$ cat config.mk
export PLATFORM = sky130hd
export DESIGN_NAME = strap_pin_logic
export DESIGN_NICKNAME = d
export VERILOG_FILES = /design/src/strap_pkg.sv /design/src/strap_pin_logic.sv /design/src/pin_sync.sv /design/src/strap_decode.sv
export VERILOG_INCLUDE_DIRS = /design/src /design/src/src
export SDC_FILE = /design/constraint.sdc
export NUM_CORES = 1
export LEC_CHECK = 0
export BUFFER_PORTS_ARGS = -buffer_cell sky130_fd_sc_hd__buf_4
export CAP_MARGIN = 20
export CORE_MARGIN = 2
export CORE_UTILIZATION = 49
export DETAILED_ROUTE_END_ITERATION = 10
export HOLD_SLACK_MARGIN = 0.12
export PLACE_DENSITY = 0.85
export SETUP_SLACK_MARGIN = 0.3
export SYNTH_ARGS = -nofsm -noshare
export SYNTH_HDL_FRONTEND = slang
export SYNTH_SLANG_ARGS = --single-unit
$ cat constraint.sdc
create_clock -name sys_clk_in -period 2.4 [get_ports sys_clk_in]
set_clock_uncertainty 0.15 [all_clocks]
set_input_delay 0.24 -clock sys_clk_in [delete_from_list [all_inputs] [get_ports sys_clk_in]]
set_output_delay 0.24 -clock sys_clk_in [all_outputs]
set_load 0.05 [all_outputs]
$ cat src/strap_consts.svh
`ifndef STRAP_CONSTS_SVH
`define STRAP_CONSTS_SVH
// register byte offsets on the avalon slave
`define REG_STATUS_OFS 4'h0
`define REG_SETUP_OFS 4'h4
// status register fields
`define ST_PAIR_LSB 0
`define ST_STRAP_MODE_BIT 2
`define ST_SEL_LSB 3
`define ST_FIXED_LSB 5
`define ST_POL_BIT 7
`define ST_SELF_PWR_BIT 8
`define ST_IND_BIT 9
`define ST_DONE_BIT 10
// setup register fields and reset values
`define SU_FIXED_LSB 0
`define SU_POL_BIT 2
`define SU_SENSE_BIT 3
`define SU_RESET 4'h0
// strap pair encodings
`define PAIR_ALL_REMOVABLE 2'h0
`define PAIR_PORT1_FIXED 2'h1
`define PAIR_BOTH_FIXED 2'h2
// setup select encodings that leave straps in force
`define SEL_DEFAULT_SELF 2'h0
`define SEL_DEFAULT_BUS 2'h2
// settle time of the pin synchronisers after reset release
`define SETTLE_CYCLES 2'h2
`endif

$ cat src/strap_pkg.sv
package strap_pkg;
  // one-hot start-up sequence
  typedef enum logic [2:0] {
    ST_SETTLE = 3'b001,
    ST_SAMPLE = 3'b010,
    ST_RUN = 3'b100
  } strap_state_t;
  // result of decoding the fixed-port strap pair
  typedef logic [1:0] fixed_ports_t;
endpackage

$ cat src/strap_pin_logic.sv
`timescale 1ns/1ps
`include "strap_consts.svh"
// Contract
// - indicator asserted while configured and not suspended
// - indicator negated when unconfigured or suspended
// - sense low means power from upstream only
// - sense high means local supply available
// - sample strap pair at reset release
// - pair 00: all removable, indicator active high
// - pair 01: port 1 fixed, active low
// - pair 10: ports 1,2 fixed, active high
// - straps apply only in internal default modes
module strap_pin_logic
  import strap_pkg::*;
(
  // clock and reset
  input wire logic sys_clk_in,
  input wire logic rst_b_in,
  // multifunction pin: indicator out, power sense and strap lsb in
  input wire logic mf_pin_in,
  output logic mf_pin_out,
  output logic mf_pin_oe_out,
  // strap and setup select pins
  input wire logic fixed_port_strap_msb_in,
  input wire logic setup_select_0_in,
  input wire logic setup_select_1_in,
  // hub state from the core, same clock
  input wire logic hub_configured_in,
  input wire logic hub_suspended_in,
  // results towards the hub core
  output logic [1:0] fixed_ports_out,
  output logic indicator_active_low_out,
  output logic self_power_out,
  output logic bus_power_only_out,
  output logic strap_mode_out,
  output logic [1:0] setup_select_out,
  output logic straps_done_out,
  // avalon-mm slave
  input wire logic [3:0] avs_address_in,
  input wire logic avs_read_in,
  input wire logic avs_write_in,
  input wire logic [31:0] avs_writedata_in,
  input wire logic [3:0] avs_byteenable_in,
  output logic [31:0] avs_readdata_out,
  output logic avs_waitrequest_out
);
  // synchronised pins
  logic [3:0] pins_sync;
  // start-up sequence state
  strap_state_t state;
  strap_state_t next_state;
  // settle counter after reset release
  logic [1:0] settle_cnt;
  // strap values caught at release
  logic [1:0] strap_pair;
  logic [1:0] sel_latched;
  // decoded strap results
  fixed_ports_t dec_fixed;
  logic dec_active_low;
  // registered decode, frozen after sampling
  fixed_ports_t strap_fixed;
  logic strap_active_low;
  // software setup register fields
  fixed_ports_t sw_fixed;
  logic sw_active_low;
  logic sw_sense_role;
  // effective polarity and port attachment
  logic eff_active_low;
  fixed_ports_t eff_fixed;
  // logical indicator state and sensed supply
  logic ind_asserted;
  logic sensed_power;
  // bus handshake
  logic bus_ack;
  logic bus_req;
  logic [31:0] status_word;
  logic [31:0] setup_word;
  logic [31:0] next_readdata;

  // bring the pins into the clock domain
  pin_sync u_pin_sync
  (
    .sys_clk_in(sys_clk_in),
    .raw_in({setup_select_1_in, setup_select_0_in, fixed_port_strap_msb_in, mf_pin_in}),
    .sync_out(pins_sync)
  );

  // table lookup of the pair
  strap_decode u_strap_decode
  (
    .pair_in(strap_pair),
    .fixed_out(dec_fixed),
    .active_low_out(dec_active_low)
  );

  // sequence: settle, sample once, then run until the next reset
  always_comb
  begin
    next_state = state;
    case (state)
      ST_SETTLE:
      begin
        // wait for the synchronisers to hold real pin levels
        if (settle_cnt == `SETTLE_CYCLES)
        begin
          next_state = ST_SAMPLE;
        end
      end
      ST_SAMPLE:
      begin
        next_state = ST_RUN;
      end
      ST_RUN:
      begin
        // stays here; only reset leaves it
        next_state = ST_RUN;
      end
      default:
      begin
        next_state = ST_SETTLE;
      end
    endcase
  end

  // state register; reset low restarts the whole sequence
  always_ff @(posedge sys_clk_in or negedge rst_b_in)
  begin
    if (!rst_b_in)
    begin
      state <= ST_SETTLE;
    end
    else
    begin
      state <= next_state;
    end
  end

  // settle counter, counts only while settling
  always_ff @(posedge sys_clk_in or negedge rst_b_in)
  begin
    if (!rst_b_in)
    begin
      settle_cnt <= 2'h0;
    end
    else if (state == ST_SETTLE && settle_cnt != `SETTLE_CYCLES)
    begin
      settle_cnt <= settle_cnt + 2'h1;
    end
  end

  // catch the strap pair and setup selects after release; the pin is
  // still an input here, so the board resistor sets its level
  always_ff @(posedge sys_clk_in or negedge rst_b_in)
  begin
    if (!rst_b_in)
    begin
      strap_pair <= 2'h0;
      sel_latched <= 2'h0;
    end
    else if (state == ST_SETTLE && next_state == ST_SAMPLE)
    begin
      strap_pair <= pins_sync[1:0];
      sel_latched <= pins_sync[3:2];
    end
  end

  // register the decode once; held until reset afterwards
  always_ff @(posedge sys_clk_in or negedge rst_b_in)
  begin
    if (!rst_b_in)
    begin
      strap_fixed <= 2'h0;
      strap_active_low <= 1'b0;
    end
    else if (state == ST_SAMPLE)
    begin
      strap_fixed <= dec_fixed;
      strap_active_low <= dec_active_low;
    end
  end

  // straps count only in the two internal default modes
  always_ff @(posedge sys_clk_in or negedge rst_b_in)
  begin
    if (!rst_b_in)
    begin
      strap_mode_out <= 1'b0;
    end
    else if (state == ST_SAMPLE)
    begin
      strap_mode_out <= (sel_latched == `SEL_DEFAULT_SELF) ||
        (sel_latched == `SEL_DEFAULT_BUS);
    end
  end

  // choose strap or downloaded settings
  always_comb
  begin
    if (strap_mode_out)
    begin
      eff_fixed = strap_fixed;
      eff_active_low = strap_active_low;
    end
    else
    begin
      // downloaded values win, straps ignored
      eff_fixed = sw_fixed;
      eff_active_low = sw_active_low;
    end
  end

  // logical indicator: asserted only when configured and awake
  always_comb
  begin
    ind_asserted = hub_configured_in && !hub_suspended_in;
  end

  // pin drive: input until sampling is done, then the indicator unless
  // software has given the pin its power sense role
  always_ff @(posedge sys_clk_in or negedge rst_b_in)
  begin
    if (!rst_b_in)
    begin
      mf_pin_out <= 1'b0;
      mf_pin_oe_out <= 1'b0;
    end
    else
    begin
      mf_pin_out <= ind_asserted ^ eff_active_low;
      mf_pin_oe_out <= (state == ST_RUN) && !sw_sense_role;
    end
  end

  // supply sense, tracked only while the pin is an input after start-up;
  // in indicator role the last reading is kept, since the pin then
  // reflects our own drive and not the board supply
  always_ff @(posedge sys_clk_in or negedge rst_b_in)
  begin
    if (!rst_b_in)
    begin
      sensed_power <= 1'b0;
    end
    else if (state == ST_RUN && sw_sense_role)
    begin
      sensed_power <= pins_sync[0];
    end
  end

  // result outputs from flip-flops
  always_ff @(posedge sys_clk_in or negedge rst_b_in)
  begin
    if (!rst_b_in)
    begin
      fixed_ports_out <= 2'h0;
      indicator_active_low_out <= 1'b0;
      self_power_out <= 1'b0;
      bus_power_only_out <= 1'b1;
      setup_select_out <= 2'h0;
      straps_done_out <= 1'b0;
    end
    else
    begin
      fixed_ports_out <= eff_fixed;
      indicator_active_low_out <= eff_active_low;
      self_power_out <= sensed_power;
      bus_power_only_out <= !sensed_power;
      setup_select_out <= sel_latched;
      straps_done_out <= (state == ST_RUN);
    end
  end

  // bus request present
  always_comb
  begin
    bus_req = avs_read_in || avs_write_in;
  end

  // one wait cycle per access, then a single ack cycle
  always_ff @(posedge sys_clk_in or negedge rst_b_in)
  begin
    if (!rst_b_in)
    begin
      bus_ack <= 1'b0;
    end
    else
    begin
      bus_ack <= bus_req && !bus_ack;
    end
  end

  // waitrequest high until the ack cycle
  always_comb
  begin
    avs_waitrequest_out = bus_req && !bus_ack;
  end

  // setup register writes, taken at the edge that ends the ack cycle
  always_ff @(posedge sys_clk_in or negedge rst_b_in)
  begin
    if (!rst_b_in)
    begin
      {sw_sense_role, sw_active_low, sw_fixed} <= `SU_RESET;
    end
    else if (avs_write_in && bus_ack && avs_address_in == `REG_SETUP_OFS &&
      avs_byteenable_in[0])
    begin
      sw_fixed <= avs_writedata_in[`SU_FIXED_LSB +: 2];
      sw_active_low <= avs_writedata_in[`SU_POL_BIT];
      sw_sense_role <= avs_writedata_in[`SU_SENSE_BIT];
    end
  end

  // read views of status and setup
  always_comb
  begin
    status_word = 32'h0;
    status_word[`ST_PAIR_LSB +: 2] = strap_pair;
    status_word[`ST_STRAP_MODE_BIT] = strap_mode_out;
    status_word[`ST_SEL_LSB +: 2] = sel_latched;
    status_word[`ST_FIXED_LSB +: 2] = eff_fixed;
    status_word[`ST_POL_BIT] = eff_active_low;
    status_word[`ST_SELF_PWR_BIT] = sensed_power;
    status_word[`ST_IND_BIT] = ind_asserted;
    status_word[`ST_DONE_BIT] = (state == ST_RUN);
    setup_word = 32'h0;
    setup_word[`SU_FIXED_LSB +: 2] = sw_fixed;
    setup_word[`SU_POL_BIT] = sw_active_low;
    setup_word[`SU_SENSE_BIT] = sw_sense_role;
  end

  // read mux; unmapped offsets read zero
  always_comb
  begin
    case (avs_address_in)
      `REG_STATUS_OFS:
      begin
        next_readdata = status_word;
      end
      `REG_SETUP_OFS:
      begin
        next_readdata = setup_word;
      end
      default:
      begin
        next_readdata = 32'h0;
      end
    endcase
  end

  // read data registered during the wait cycle, stands in the ack cycle
  always_ff @(posedge sys_clk_in or negedge rst_b_in)
  begin
    if (!rst_b_in)
    begin
      avs_readdata_out <= 32'h0;
    end
    else if (avs_read_in && !bus_ack)
    begin
      avs_readdata_out <= next_readdata;
    end
  end
endmodule

$ cat src/pin_sync.sv
`timescale 1ns/1ps
// two-flop synchroniser for the board pins
module pin_sync
(
  // clock
  input wire logic sys_clk_in,
  // raw pins, bit 0 multifunction, 1 strap msb, 2 select 0, 3 select 1
  input wire logic [3:0] raw_in,
  // synchronised copies
  output logic [3:0] sync_out
);
  // first stage, read only by the second stage
  logic [3:0] meta;

  // no reset here on purpose: the pins must keep being tracked while
  // reset is low, so their values are ready when it is released
  always_ff @(posedge sys_clk_in)
  begin
    meta <= raw_in;
    sync_out <= meta;
  end
endmodule

$ cat src/strap_decode.sv
`timescale 1ns/1ps
`include "strap_consts.svh"
// decode of the fixed-port strap pair
module strap_decode
  import strap_pkg::*;
(
  // sampled pair, msb from the dedicated strap pin
  input wire logic [1:0] pair_in,
  // bit 0 port 1 fixed, bit 1 port 2 fixed
  output fixed_ports_t fixed_out,
  // indicator asserted level is low
  output logic active_low_out
);
  // pure lookup; the caller registers the result
  always_comb
  begin
    case (pair_in)
      `PAIR_ALL_REMOVABLE:
      begin
        fixed_out = 2'h0;
        active_low_out = 1'b0;
      end
      `PAIR_PORT1_FIXED:
      begin
        fixed_out = 2'h1;
        active_low_out = 1'b1;
      end
      `PAIR_BOTH_FIXED:
      begin
        fixed_out = 2'h3;
        active_low_out = 1'b0;
      end
      default:
      begin
        // undefined pair: treat as all removable, active high
        fixed_out = 2'h0;
        active_low_out = 1'b0;
      end
    endcase
  end
endmodule

==> results.py <==
metrics = {
    "critical_path": {
        "crit_cells": 5,
        "cp.arrival_ns": 1.96,
        "crit_path_start_kind": "register",
        "crit_slowest_cell": "nor4bb_1",
        "endpoint_kind": "register",
        "ff2ff_path_depth": 5,
        "setup.worst_path.class": "register to register",
        "path_cells": "inv_1, ha_1, nor4bb_1, buf_4, mux2_2",
        "cp.required_ns": 2.44,
        "crit_buf_inv": 2,
        "slowest_delay_ns": 0.48,
        "critPathMaxFanout": 7,
        "path_delay_family": "simple AND/OR/NAND/NOR gates",
    },
    "timing": {
        "setup_violations": 0,
        "setup_tns_ns": 0,
        "layout_setup_ws_ns": 0.484,
        "rsz0062_at_grt": "false",
        "timing.hold.ws_ns": 0.135,
        "post-route-period-util": 0.799,
        "hold_violations": 0,
        "worst_slew_pin_slew_ns": 0.840,
        "slew_violations": 0,
        "max_freq_mhz": 522,
        "maxSlewHeadroom": 0.440,
        "fin_crit_ns": 1.92,
    },
    "floorplanning": {
        "initial_core_util": 0.519,
        "ios": 94,
        "die_area_mm2": 0.00448,
        "fp-row-count": 22,
        "die_w_um": 67.0,
        "design.core.area_mm2": 0.00374,
        "die_y_um": 67.0,
    },
    "synthesis": {
        "yosysTopAreaCell": "dfrtp_1",
        "ys_ff_latch": 48,
        "yosysMostFrequentCell": "dfrtp_1",
        "ys_types": 32,
        "synth_flop_cell": "dfrtp_1",
        "yosys_warnings": 0,
        "synth_edf_count": 0,
        "syn_inst": 156,
        "netlist_area_mm2": 0.00194,
        "synth_top_cells_by_count": "dfrtp_1, buf_4, nand2_1",
        "yosys.area.top_type_share": 0.489,
        "avgSynthCellArea_um2": 12.5,
        "synth_area_leaders": "dfrtp_1, dfxtp_1, buf_4",
        "async_flop_share": 0.833,
        "ys_seq_area_frac": 0.599,
    },
    "clock_tree": {
        "postCtsSetupBuffers": 0,
        "clock-sinks": 48,
        "clk_latency_ns": 0.30,
        "cts_made_buffers": 5,
        "cts.clk_slew.worst_paths_ns": 0.08,
        "cts.path.max_buffers": 2,
        "cts_tree": "built",
        "htreeDepth": 2,
        "cts-root-buf": "clkbuf_8",
    },
    "layout": {
        "final_nets": 265,
        "stdcell_area_mm2": 0.00246,
        "fin_cells": 261,
        "drive_gt1_frac": 0.338,
        "antennaDiodeCount": 0,
        "area_growth_pct": 26.8,
    },
    "placement": {
        "gp_congestion": 0.759,
        "numPortBuffers": 41,
        "dp.cells": 240,
        "hpwl_mm": 2.30,
        "postPlaceCellArea_mm2": 0.00221,
        "place_ws_ns": 0.493,
    },
    "global_route": {
        "grt_pass1_wl_mm": 5.21,
        "grt.total_usage": 0.166,
        "grt_overflow": 0,
        "grt_pass1_vias": 1124,
        "antenna_found_initial": 0,
        "grt_max_degree": 41,
    },
    "routing": {
        "drtIter0Drc": 93,
        "via_per_inst": 4.53,
        "drc": 0,
        "first_pass_iters": 4,
        "vias": 1182,
        "wl_per_cell_um": 12.5,
        "routed_wl_mm": 3.26,
        "detail-route-antenna-nets": 0,
    },
    "min_path": {
        "hold_depth": 3,
        "hold_class": "input pin to register",
    },
    "power": {
        "p_leak_nw": 1.20,
        "peakVddDrop_v": 0.000427,
        "power.density_mw_per_mm2": 787,
    },
    "job": {
        "cap_violations": 0,
    },
    "outcome": {
        "status": "completed",
    },
}
-- report_power, final --
group | internal [W] | leakage, nW | total [W] | switching, W
clock network | 0.000367 | 0.0645 | 0.000622 | 0.000254
registers | 0.000878 | 0.566 | 0.000910 | 0.0000324
logic | 0.000121 | 0.570 | 0.000406 | 0.000286
-- flip-flops by register name, summed over array words and instances, names as in the netlist, 2 cells and up --
register	count
strap_fixed	2
state	3
u_pin_sync.meta	4
u_pin_sync.sync_out	4
settle_cnt	2
fixed_ports_out	2
sw_fixed	2
strap_pair	2
avs_readdata_out	11
setup_select_out	2
sel_latched	2
-- per-stage QoR --
stage	utilization	total power, W
global placement	0.590	0.00131
global route	0.658	0.00202
CTS	0.658	0.00195
floorplan	-	0.00123
finish	0.658	0.00194
detailed placement	0.590	0.00132
-- cells by family after synthesis --
family,synth area share
other,0.00193
muxes,0.0889
and+or+nand+nor,0.0921
xor gates and xnor gates,0.0135
DFF,0.599
AOI/OAI and AO/OA,0.0721
buffers and inverters,0.113
adders and majority gates,0.0193
-- cell type report --
type,instances,area (µm²)
multi-input cells,93,634
clock inverters,1,30.0
well taps,48,60.1
flip-flops and latches,48,1160
fillers,291,1280
inverters,9,33.8
clock buffers,7,96.3
repair buffers,55,445
-- path summary, 6_finish.rpt --
kind	slack, ns	to	startpoint
max	0.48	sel_latched[0]	settle_cnt[0]
min	0.13	avs_readdata_out[5]	avs_address_in[2]
max reg2reg	0.48	sel_latched[0]	settle_cnt[0]
min reg2reg	0.18	u_pin_sync.sync_out[1]	u_pin_sync.meta[1]
max in group asynchronous	1.45	state[0]	rst_b_in
min in group asynchronous	0.29	avs_readdata_out[8]	rst_b_in
-- tightest hold or removal path, delay by kind of cell --
kind / cells / cell delay, ns
compound gates: 1 / 0.05
buf+inv: 1 / 0.14
simple gates: 1 / 0.12
-- per-layer routing --
layer  vias to the layer above  wire length, µm  track usage
li1                        582                -            -
met1                       553             1330        0.189
met2                        39             1640        0.274
met3                         8              196       0.0439
met4                         0               87        0.107
met5                         -                0            0
-- cell usage in the layout (no fill, tap or decap) --
master	instances
dfxtp_1	8
or2_4	1
buf_4	42
clkbuf_8	7
nor2_1	9
o21ai_0	2
o31ai_1	4
dlygate4sd3_1	13
a31o_2	1
inv_1	9
or3_4	1
ha_1	3
or3b_1	2
mux2i_1	6
o21ai_1	2
o41ai_2	1
nor4bb_1	1
o31ai_2	4
nor2_4	1
bufinv_16	1
nor4b_1	1
dfstp_2	2
a21oi_1	3
conb_1	21
nor3b_2	1
xnor2_1	3
nand2_1	14
nand2b_1	1
mux2_2	10
nand4_1	1
dfrtp_1	38
-- what timing repair did --
action	4_1_cts	5_1_grt
hold endpoints to repair	51	0
gates resized for setup	0	0
hold buffers	13	0
No activity file was read; power rests on OpenSTA's default activity.
